--- src/rsff_pkg.sv ---
// How it works
// - Register port is SPI slave, mode zero
// - Sample MOSI on rise, drive MISO on fall
// - MISO released while chip select high
// - Command byte: write bit, 7-bit address
// - Data bytes follow, MSB first
// - Burst address increments after each byte
// - Queue address stays fixed, each byte queued outside receive mode
// - Write frame returns register's previous value
// - Queue holds 66 single-byte entries
// - Shift register serializes and assembles queue bytes
// - Not-empty flag, tracks queue, held during queue read frame
// - Full flag exactly when all entries occupied
// - Sticky overrun; write-one clears and empties
// - Transmit done after last shifted bit
// - Threshold flag updates only on queue access
// - Threshold invalid after full until emptied
// - Queue emptied on listed mode changes
// - Continuous pattern compare sets match flag
// - First bit against first byte MSB
// - Match cleared leaving receive or emptying
// - Pattern 1-8 bytes, 0-7 errors, sent too
package rsff_pkg;

   localparam int         BYTE_W      = 8;
   localparam int         QUEUE_DEPTH = 66;
   localparam int         PAT_BITS    = 64;
   localparam logic [6:0] QUEUE_ADDR  = 7'h00;
   localparam logic [2:0] BIT_LAST    = 3'h7;
   localparam logic [3:0] TX_BITS     = 4'h8;
   localparam logic [6:0] HIST_MAX    = 7'h40;

   // Operating mode of the radio, driven by the control block
   typedef enum logic [2:0] {
      MODE_SLEEP,
      MODE_STDBY,
      MODE_FS,
      MODE_TX,
      MODE_RX
   } rsff_mode_t;

   // Pattern recognition setup; length holds byte count minus one
   typedef struct packed {
      logic        enable;
      logic [2:0]  length;
      logic [2:0]  tolerance;
      logic [63:0] value;
   } rsff_pattern_t;

   // Register file access produced by the SPI slave
   typedef struct packed {
      logic [6:0] addr;
      logic [7:0] wdata;
      logic       wr;
   } rsff_regio_t;

endpackage

--- src/rsff_top.sv ---
`timescale 1ns/1ns

// Byte queue with show-ahead output
module rsff_queue #(
   parameter int W = 8,
   parameter int D = 66
) (
   input  wire logic                   ref_clk,
   input  wire logic                   rst_n,
   input  wire logic                   flush,
   input  wire logic                   in_valid,
   output logic                        in_ready,
   input  wire logic [W-1:0]           in_data,
   output logic                        out_valid,
   input  wire logic                   out_ready,
   output logic [W-1:0]                out_data,
   output logic [$clog2(D+1)-1:0]      count
);
   localparam int AW = $clog2(D);
   localparam int CW = $clog2(D+1);

   typedef struct packed {
      logic [AW-1:0] wp;
      logic [AW-1:0] rp;
      logic [CW-1:0] cnt;
   } rsff_qst_t;

   rsff_qst_t     q_reg;
   rsff_qst_t     q_next;
   logic [W-1:0]  mem [D];
   logic          push;
   logic          pop;

   function automatic logic [AW-1:0] wrap(input logic [AW-1:0] p);
      return (p == AW'(D - 1)) ? '0 : p + 1'b1;
   endfunction

   // Handshake terms and head of queue
   assign in_ready  = (q_reg.cnt != CW'(D));
   assign out_valid = (q_reg.cnt != '0);
   assign out_data  = mem[q_reg.rp];
   assign count     = q_reg.cnt;
   assign push      = in_valid && in_ready && !flush;
   assign pop       = out_valid && out_ready && !flush;

   // Pointer and level update
   always_comb begin
      q_next = q_reg;
      if (flush) begin
         q_next = '0;
      end else begin
         if (push) begin
            q_next.wp = wrap(q_reg.wp);
         end
         if (pop) begin
            q_next.rp = wrap(q_reg.rp);
         end
         q_next.cnt = q_reg.cnt + CW'(push) - CW'(pop);
      end
   end

   always_ff @(posedge ref_clk or negedge rst_n) begin
      if (!rst_n) begin
         q_reg <= '0;
      end else begin
         q_reg <= q_next;
      end
   end

   // Storage, no reset needed
   always_ff @(posedge ref_clk) begin
      if (push) begin
         mem[q_reg.wp] <= in_data;
      end
   end

   AST_QUEUE_LEVEL: assert property (@(posedge ref_clk) disable iff (!rst_n)
      push && !pop |=> q_reg.cnt == $past(q_reg.cnt) + 1'b1)
      else $error("queue level did not grow on push");

endmodule // rsff_queue

module rsff_top
   import rsff_pkg::*;
#(
   parameter int DEPTH = QUEUE_DEPTH
) (
   input  wire logic          ref_clk,
   input  wire logic          arst_n,
   input  wire logic          spi_sck,
   input  wire logic          spi_nss_n,
   input  wire logic          spi_mosi,
   output logic               spi_miso_o,
   output logic               spi_miso_oe_n,
   output rsff_regio_t        reg_out,
   input  wire logic [7:0]    reg_rdata,
   input  rsff_mode_t         mode,
   input  rsff_pattern_t      pattern,
   input  wire logic [6:0]    queue_threshold_value,
   input  wire logic          overflow_clear,
   input  wire logic          bit_tick,
   input  wire logic          serial_bit_in,
   output logic               serial_bit_pin,
   output logic               queue_has_data_flag,
   output logic               queue_all_occupied_flag,
   output logic               queue_overflow_sticky,
   output logic               transmit_done_flag,
   output logic               queue_threshold_flag,
   output logic               pattern_match_flag
);
   localparam int CW = $clog2(DEPTH + 1);

   typedef struct packed {
      logic [2:0]  sck_s;
      logic [2:0]  nss_s;
      logic [2:0]  mosi_s;
      logic        sck_f;
      logic        nss_f;
      logic        mosi_f;
      logic        in_cmd;
      logic        wr;
      logic        frdq;
      logic [2:0]  bcnt;
      logic [6:0]  addr;
      logic [7:0]  shin;
      logic [7:0]  shout;
      logic        miso;
      logic        ld;
      logic        ld2;
      rsff_regio_t rio;
      rsff_mode_t  mode_prev;
      logic        ne;
      logic        lvl;
      logic        linv;
      logic        qev;
      logic        ovr;
      logic        txd;
      logic        txbit;
      logic [7:0]  tsr;
      logic [3:0]  tcnt;
      logic [63:0] psr;
      logic [6:0]  pcnt;
      logic [7:0]  rsr;
      logic [2:0]  rcnt;
      logic [63:0] hist;
      logic [6:0]  hcnt;
      logic        match;
   } rsff_st_t;

   logic [1:0]    rst_pipe;
   logic          rst_n;
   rsff_st_t      q;
   rsff_st_t      d;
   logic          sck_rise;
   logic          sck_fall;
   logic          nss_fall;
   logic          nss_rise;
   logic [7:0]    rx_byte;
   logic          host_push;
   logic          host_pop;
   logic          sr_push;
   logic          sr_pop;
   logic          q_in_valid;
   logic          q_in_ready;
   logic [7:0]    q_in_data;
   logic          q_valid;
   logic          q_out_ready;
   logic [7:0]    q_data;
   logic [CW-1:0] q_count;
   logic          flush;
   logic          clr_mode;
   logic          q_popped;
   logic [6:0]    nbits;
   logic [63:0]   mask;
   logic [63:0]   diff;
   logic          match_hit;

   function automatic logic [6:0] ones(input logic [63:0] v);
      logic [6:0] n;
      n = '0;
      for (int i = 0; i < PAT_BITS; i++) begin
         n = n + 7'(v[i]);
      end
      return n;
   endfunction

   // Reset release through two flops
   always_ff @(posedge ref_clk or negedge arst_n) begin
      if (!arst_n) begin
         rst_pipe <= 2'h0;
      end else begin
         rst_pipe <= {rst_pipe[0], 1'b1};
      end
   end
   assign rst_n = rst_pipe[1];

   // Pin edges once second and third stages agree
   assign sck_rise = (q.sck_s[1] == q.sck_s[2]) && q.sck_s[2] && !q.sck_f;
   assign sck_fall = (q.sck_s[1] == q.sck_s[2]) && !q.sck_s[2] && q.sck_f;
   assign nss_fall = (q.nss_s[1] == q.nss_s[2]) && !q.nss_s[2] && q.nss_f;
   assign nss_rise = (q.nss_s[1] == q.nss_s[2]) && q.nss_s[2] && !q.nss_f;
   assign rx_byte  = {q.shin[6:0], q.mosi_f};

   // Mode change clearing and pattern window
   assign clr_mode = (mode != q.mode_prev) &&
                     ((mode == MODE_RX && q.mode_prev != MODE_TX) ||
                      (q.mode_prev == MODE_RX && mode == MODE_TX) ||
                      q.mode_prev == MODE_TX);
   assign flush     = clr_mode || overflow_clear;
   assign nbits     = {4'(({1'b0, pattern.length}) + 4'h1), 3'h0};
   assign mask      = ~64'h0 << (HIST_MAX - nbits);
   assign diff      = ((q.hist << (HIST_MAX - nbits)) ^ pattern.value) & mask;
   assign match_hit = pattern.enable && mode == MODE_RX && q.hcnt >= nbits &&
                      ones(diff) <= {4'h0, pattern.tolerance};

   // Queue port sharing between host and shift register
   assign q_in_valid  = host_push || sr_push;
   assign q_in_data   = sr_push ? {q.rsr[6:0], serial_bit_in} : rx_byte;
   assign q_out_ready = host_pop || sr_pop;
   assign q_popped    = q_out_ready && q_valid && !flush;

   always_comb begin
      d         = q;
      host_push = 1'b0;
      host_pop  = 1'b0;
      sr_push   = 1'b0;
      sr_pop    = 1'b0;
      // Three-stage pin capture
      d.sck_s  = {q.sck_s[1:0], spi_sck};
      d.nss_s  = {q.nss_s[1:0], spi_nss_n};
      d.mosi_s = {q.mosi_s[1:0], spi_mosi};
      if (q.sck_s[1] == q.sck_s[2]) begin
         d.sck_f = q.sck_s[2];
      end
      if (q.nss_s[1] == q.nss_s[2]) begin
         d.nss_f = q.nss_s[2];
      end
      if (q.mosi_s[1] == q.mosi_s[2]) begin
         d.mosi_f = q.mosi_s[2];
      end
      d.rio.wr    = 1'b0;
      d.ld        = 1'b0;
      d.ld2       = q.ld;
      d.qev       = 1'b0;
      d.mode_prev = mode;
      // Frame start and not-empty refresh
      if (nss_fall) begin
         d.in_cmd = 1'b1;
         d.bcnt   = 3'h0;
         d.miso   = 1'b0;
         d.shout  = 8'h00;
         d.ne     = q_valid;
      end else if (!q.frdq) begin
         d.ne = q_valid;
      end
      if (nss_rise) begin
         d.frdq = 1'b0;
      end
      // Sample MOSI on rising clock
      if (sck_rise && !q.nss_f) begin
         d.shin = rx_byte;
         d.bcnt = q.bcnt + 3'h1;
         if (q.bcnt == BIT_LAST) begin
            d.ld = 1'b1;
            if (q.in_cmd) begin
               d.in_cmd = 1'b0;
               d.wr     = q.shin[6];
               d.addr   = rx_byte[6:0];
               d.frdq   = !q.shin[6] && rx_byte[6:0] == QUEUE_ADDR;
            end else begin
               if (q.wr && q.addr == QUEUE_ADDR) begin
                  host_push = (mode != MODE_RX);
               end else if (q.wr) begin
                  d.rio.wr    = 1'b1;
                  d.rio.addr  = q.addr;
                  d.rio.wdata = rx_byte;
               end else if (q.addr == QUEUE_ADDR) begin
                  host_pop = (mode != MODE_TX); // Pop only a byte fully shifted out
               end
               if (q.addr != QUEUE_ADDR) begin
                  d.addr = q.addr + 7'h01;
               end
            end
         end
      end
      // Fetch next byte to return, after any write
      if (q.ld) begin
         d.rio.addr = q.addr;
      end
      if (q.ld2) begin
         if (q.addr == QUEUE_ADDR) begin
            d.shout = q_valid ? q_data : 8'h00; // Peek at head, no pop yet
         end else begin
            d.shout = reg_rdata;
         end
      end
      // Drive MISO on falling clock
      if (sck_fall && !q.nss_f && !q.in_cmd) begin
         d.miso  = q.shout[7];
         d.shout = {q.shout[6:0], 1'b0};
      end
      // Transmit path: pattern first, then queued bytes
      if (mode == MODE_TX && q.mode_prev != MODE_TX) begin
         d.psr  = pattern.value;
         d.pcnt = pattern.enable ? nbits : 7'h00;
         d.tcnt = 4'h0;
         d.txd  = 1'b0;
      end else if (mode == MODE_TX && bit_tick) begin
         if (q.pcnt != 7'h00) begin
            d.txbit = q.psr[63];
            d.psr   = {q.psr[62:0], 1'b0};
            d.pcnt  = q.pcnt - 7'h01;
         end else if (q.tcnt != 4'h0) begin
            d.txbit = q.tsr[7];
            d.tsr   = {q.tsr[6:0], 1'b0};
            d.tcnt  = q.tcnt - 4'h1;
            if (q.tcnt == 4'h1 && !q_valid) begin
               d.txd = 1'b1;
            end
         end else if (q_valid) begin
            sr_pop  = 1'b1;
            d.txbit = q_data[7];
            d.tsr   = {q_data[6:0], 1'b0};
            d.tcnt  = TX_BITS - 4'h1;
         end
      end
      // Receive path: history for matching, byte assembly
      if (mode == MODE_RX && q.mode_prev != MODE_RX) begin
         d.hcnt = 7'h00;
         d.rcnt = 3'h0;
      end else if (mode == MODE_RX && bit_tick) begin
         d.hist = {q.hist[62:0], serial_bit_in};
         if (q.hcnt != HIST_MAX) begin
            d.hcnt = q.hcnt + 7'h01;
         end
         if (!pattern.enable || q.match) begin
            d.rsr  = {q.rsr[6:0], serial_bit_in};
            d.rcnt = q.rcnt + 3'h1;
            sr_push = (q.rcnt == BIT_LAST);
         end
      end
      // Pattern match flag, set wins over clear
      if ((q.mode_prev == MODE_RX && mode != MODE_RX) || flush ||
          (q_popped && !q_in_valid && q_count == CW'(1))) begin
         d.match = 1'b0;
      end
      if (match_hit) begin
         if (!q.match) begin
            d.rcnt = 3'h0;
         end
         d.match = 1'b1;
      end
      // Overrun sticky, set wins over write-one clear
      if (overflow_clear) begin
         d.ovr = 1'b0;
      end
      if (q_in_valid && !q_in_ready) begin
         d.ovr = 1'b1;
      end
      // Threshold flag, forced low from full until empty
      d.qev = (q_in_valid && q_in_ready && !flush) || q_popped;
      if (q_count == CW'(DEPTH)) begin
         d.linv = 1'b1;
      end else if (q_count == '0) begin
         d.linv = 1'b0;
      end
      if (q.qev) begin
         d.lvl = !d.linv && (q_count > CW'(queue_threshold_value));
      end
   end

   always_ff @(posedge ref_clk or negedge rst_n) begin
      if (!rst_n) begin
         q       <= '0;
         q.nss_s <= 3'h7;
         q.nss_f <= 1'b1;
      end else begin
         q <= d;
      end
   end

   rsff_queue #(.W(BYTE_W), .D(DEPTH)) u_queue (
      .ref_clk   (ref_clk),
      .rst_n     (rst_n),
      .flush     (flush),
      .in_valid  (q_in_valid),
      .in_ready  (q_in_ready),
      .in_data   (q_in_data),
      .out_valid (q_valid),
      .out_ready (q_out_ready),
      .out_data  (q_data),
      .count     (q_count)
   );

   // Outputs
   assign spi_miso_o              = q.miso;
   assign spi_miso_oe_n           = q.nss_f;
   assign reg_out                 = q.rio;
   assign serial_bit_pin          = q.txbit;
   assign queue_has_data_flag     = q.ne;
   assign queue_all_occupied_flag = !q_in_ready;
   assign queue_overflow_sticky   = q.ovr;
   assign transmit_done_flag      = q.txd;
   assign queue_threshold_flag    = q.lvl;
   assign pattern_match_flag      = q.match;

   AST_MISO_HIZ: assert property (@(posedge ref_clk) disable iff (!rst_n)
      spi_nss_n [*6] |-> spi_miso_oe_n)
      else $error("MISO driven while chip select high");
   AST_CMD_DIR: assert property (@(posedge ref_clk) disable iff (!rst_n)
      sck_rise && !q.nss_f && q.in_cmd && q.bcnt == BIT_LAST |=> q.wr == $past(q.shin[6]))
      else $error("command direction bit not taken");
   AST_ADDR_INC: assert property (@(posedge ref_clk) disable iff (!rst_n)
      sck_rise && !q.nss_f && !q.in_cmd && q.bcnt == BIT_LAST && q.addr != QUEUE_ADDR
      |=> q.addr == $past(q.addr) + 7'h01)
      else $error("burst address did not increment");
   AST_ADDR_HOLD: assert property (@(posedge ref_clk) disable iff (!rst_n)
      !q.in_cmd && q.addr == QUEUE_ADDR && !nss_fall |=> q.addr == QUEUE_ADDR)
      else $error("queue address moved");
   AST_WR_BEFORE_FETCH: assert property (@(posedge ref_clk) disable iff (!rst_n)
      reg_out.wr |=> q.ld2 && !reg_out.wr)
      else $error("next value fetched out of order with write");
   AST_OVR_SET: assert property (@(posedge ref_clk) disable iff (!rst_n)
      q_in_valid && queue_all_occupied_flag |=> queue_overflow_sticky)
      else $error("overrun not flagged");
   AST_MODE_CLR: assert property (@(posedge ref_clk) disable iff (!rst_n)
      q.mode_prev == MODE_RX && mode == MODE_TX |=> q_count == '0)
      else $error("queue not emptied from receive to transmit");
   AST_MATCH_CLR: assert property (@(posedge ref_clk) disable iff (!rst_n)
      q.mode_prev == MODE_RX && mode != MODE_RX |=> !pattern_match_flag)
      else $error("match flag kept after leaving receive");
   AST_LVL_HOLD: assert property (@(posedge ref_clk) disable iff (!rst_n)
      !q.qev |=> $stable(queue_threshold_flag))
      else $error("threshold flag moved without queue access");
   AST_TX_MSB: assert property (@(posedge ref_clk) disable iff (!rst_n)
      sr_pop |=> serial_bit_pin == $past(q_data[7]) && q.tcnt == 4'h7)
      else $error("transmit byte not sent MSB first");
   AST_DONE: assert property (@(posedge ref_clk) disable iff (!rst_n)
      $rose(transmit_done_flag) |-> $past(bit_tick) && $past(q.tcnt) == 4'h1)
      else $error("transmit done raised before last bit");

endmodule // rsff_top

--- config.mk ---
export PLATFORM = sky130hd
export DESIGN_NAME = rsff_top
export DESIGN_NICKNAME = d
export VERILOG_FILES = /design/src/rsff_pkg.sv /design/src/rsff_top.sv
export SDC_FILE = /design/constraint.sdc
export NUM_CORES = 1
export LEC_CHECK = 0
export BUFFER_PORTS_ARGS = -buffer_cell sky130_fd_sc_hd__buf_2
export CELL_PAD_IN_SITES_DETAIL_PLACEMENT = 0
export CELL_PAD_IN_SITES_GLOBAL_PLACEMENT = 2
export CORE_MARGIN = 2
export CORE_UTILIZATION = 41
export CTS_CLUSTER_DIAMETER = 120
export CTS_CLUSTER_SIZE = 12
export DETAILED_ROUTE_END_ITERATION = 10
export GPL_ROUTABILITY_DRIVEN = 1
export GPL_TIMING_DRIVEN = 0
export PLACE_DENSITY = 0.82
export SLEW_MARGIN = 0
export SYNTH_ARGS = -nofsm -noshare
export SYNTH_HDL_FRONTEND = slang
export SYNTH_SLANG_ARGS = --single-unit
--- constraint.sdc ---
create_clock -name ref_clk -period 7.4 [get_ports ref_clk]
set_clock_uncertainty 0.15 [all_clocks]
set_input_delay 0 -clock ref_clk [delete_from_list [all_inputs] [get_ports ref_clk]]
set_output_delay 0 -clock ref_clk [all_outputs]
set_load 0.05 [all_outputs]
==> results.ini <==
[worst_setup_path]
startpoint_type=flip-flop
end_kind=flip-flop
worstReg2RegStart=q[17]
max_stage_delay_ns=0.59
worstPathRequired_ns=7.74
r2r_setup_slack_ns=-0.85
crit_type=reg2reg
worst-path-max-fanout=3
r2r_end=q[74]
reg2regPathDepth=27
critPathSlowestCell=fa_1
cp.arrival_ns=8.59
cpMostUsedCell=fa_1

[finish]
multi_input_area_um2=13400
nNetsFinal=3065
post-route-util_pct=47.9
final_cell_area_um2=42400
drive_gt1_share_pct=21.7
synthToLayoutAreaGrowth_pct=15.9
fin_cells=4060
fillerInstances=7667
largest_reg_flops=528
mostFrequentLayoutCell=edfxtp_1
ff_latch_area_um2=22300
final_cell_mix=edfxtp_1, dfrtp_1, nand2_1, nor2_1, mux4_2
antennaDiodeCount=0

[placement]
placed_area_um2=38900
place_worst_setup_slack_ns=-2.71
place.gp.congestion=0.936
hpwl_um=76900
placed_cells=3820
port_buffers=120

[yosys]
yosysSeqAreaShare_pct=60.8
synth_cell_types=94
synth_edf_count=528
synth-seq-cells=784
synth-main-ff-cell=edfxtp_1
avgSynthCellArea_um2=14.5
syn_nets=2741
async_reset_ff_share_pct=32.7
syn-instance-count=2531
synth.cell_area_um2=36600
ys_warn_count=0

[timing]
finalCritPeriodShare_pct=111
fin_crit_ns=8.25
rsz0062_at_grt=true
tightest_slew_ns=1.38
fin_ws_ns=-0.846
clock.fmax_mhz=121
slew_headroom_pct=7.83
setup_violations=4
slew_viol_final=0
hold_viol=0

[floorplan]
fp.dieW_um=303
core_um2=88500
io_pins=122
start_util_pct=41.4
die_area_um2=91700
die_h_um=303
num_rows=109

[routing]
routed_via_density=5.79
drt-initial-drc-count=2913
vias=23519
ant_nets=0
route.detailed.drc=15
wl_um=109000
dr.pass1.iters=11
wl_per_cell_um=26.8

[pwr]
power.share.combinational_pct=31.0
swShare_pct=33.1
seq_power_share_pct=41.1
p_clk_share_pct=27.8
power.leakage_nw=16.0
pwr_density_cell_nw_per_um2=301
intPower_mw=8.55
power.total_mw=12.8
p_sw_mw=4.23
ir_worst_vdd_uv=616

[grt]
grt_pass1_wl_um=159000
antenna_found_initial=0
grt_max_degree=73
grt_usage_pct=23.8
grt_overflow=0
grt_pass1_vias=24122

[worst_hold_path]
hold_end=q[195]
holdCritStartpoint=reg_rdata[0]
hold_path.class=in2reg
whs_path_depth=4

[clock_network]
path_clk_slew_ns=0.07
clockBufferDepth=3
clk-insertion-delay-late_ns=0.65
numCtsBuffers=75
htreeDepth=3
cts_tree=built
cts.sinks=784
clockRootBuffer=clkbuf_16

[run]
maxCapViolCount=0

[run_status]
status=finished, violations left
violations=DRC, setup timing

[worst max-delay path by stage]
stage | cells after the start | start | slack (ns) | to
after floorplan | 33 | pattern[67] | -0.35 | q[72]
after global placement | 35 | pattern[67] | -2.78 | q[74]
after detailed placement | 35 | pattern[67] | -2.71 | q[72]
after CTS | 28 | q[55] | -0.90 | q[72]
after global routing | 28 | q[33] | -1.02 | q[72]
final | 27 | q[17] | -0.85 | q[74]
[final cells by class]
type                    count  share of cell area [%]
inverters                 120                    1.08
well taps                1165                    3.44
multi-input cells        1484                    31.5
flip-flops and latches    784                    52.5
clock inverters             7                   0.265
plain buffers             143                    2.00
clock buffers             110                    4.78
repair buffers            247                    4.40
[cell families (layout without fill, tap and decap cells)]
| family | Yosys count | count (layout) | synth area share (%) |
|---|---|---|---|
| flip-flops | 784 | 784 | 60.8 |
| adder cells (fa/ha/maj) | 114 | 114 | 5.02 |
| multiplexers | 314 | 314 | 13.8 |
| XOR/XNOR | 77 | 77 | 1.84 |
| AO/OA/AOI/OAI | 382 | 382 | 7.43 |
| AND/OR/NAND/NOR | 596 | 596 | 7.81 |
| buffers and inverters | 263 | 627 | 3.26 |
| other | 1 | 1 | 0.0102 |
[Yosys cell counts (65+ instances only)]
library cell	instances	area, um2
edfxtp_1	528	15900
dfrtp_1	252	6310
nand2_1	191	717
nor2_1	181	679
mux4_2	144	3240
inv_1	117	439
o21ai_0	107	536
mux2_2	93	1050
mux2i_1	77	771
clkbuf_1	75	282
a221o_1	67	671
and3_1	65	407
[timing repair]
action                                  4_1_cts  5_1_grt
hold buffers                                 99        0
endpoints found under the hold margin       120        0
gates resized for setup                      63       22
pin swaps                                    20       11
endpoints found under the setup margin        4        4
buffers inserted                             22        2
[through the flow]
step | TNS [ns] | hold slack [ns]
4_1_cts | -3.58 | 0.00243
5_1_grt | -4.00 | 0.0269
2_1_floorplan | -1.20 | -0.446
3_5_place_dp | -10.58 | -0.363
3_3_place_gp | -10.91 | -0.364
6_report | -3.30 | 0.0226
[power groups by stage]
| stage | combinational, mW | clock, mW | sequential, mW |
|---|---|---|---|
| final | 3.97 | 3.56 | 5.26 |
| after detailed placement | 3.16 | 0 | 5.35 |
| after floorplan | 1.88 | 0 | 5.31 |
| after global routing | 4.25 | 3.78 | 5.27 |
| after CTS | 3.82 | 3.63 | 5.26 |
| after global placement | 3.06 | 0 | 5.36 |
[routing by layer]
layer  routed length [um]  vias to the layer above  share of wire (%)  global-route usage [%]
li1                     -                    10189                  -                       -
met1                44000                    12159                 40                    31.0
met2                53400                      957                 49                    40.2
met3                 6620                      214                6.1                    2.92
met4                 4930                        0                4.5                    10.4
met5                    0                        -                  0                       0
[worst max-delay path: cells and delay by family (launching register included)]
kind	cells	cell delay [ns]
XOR/XNOR	2	0.54
adder cells (fa/ha/maj)	11	4.97
multiplexers	2	0.74
flip-flops	1	0.44
AND/OR/NAND/NOR	3	0.34
AO/OA/AOI/OAI	3	0.63
buffers and inverters	6	0.27
Power figures use the tool's default switching activity.
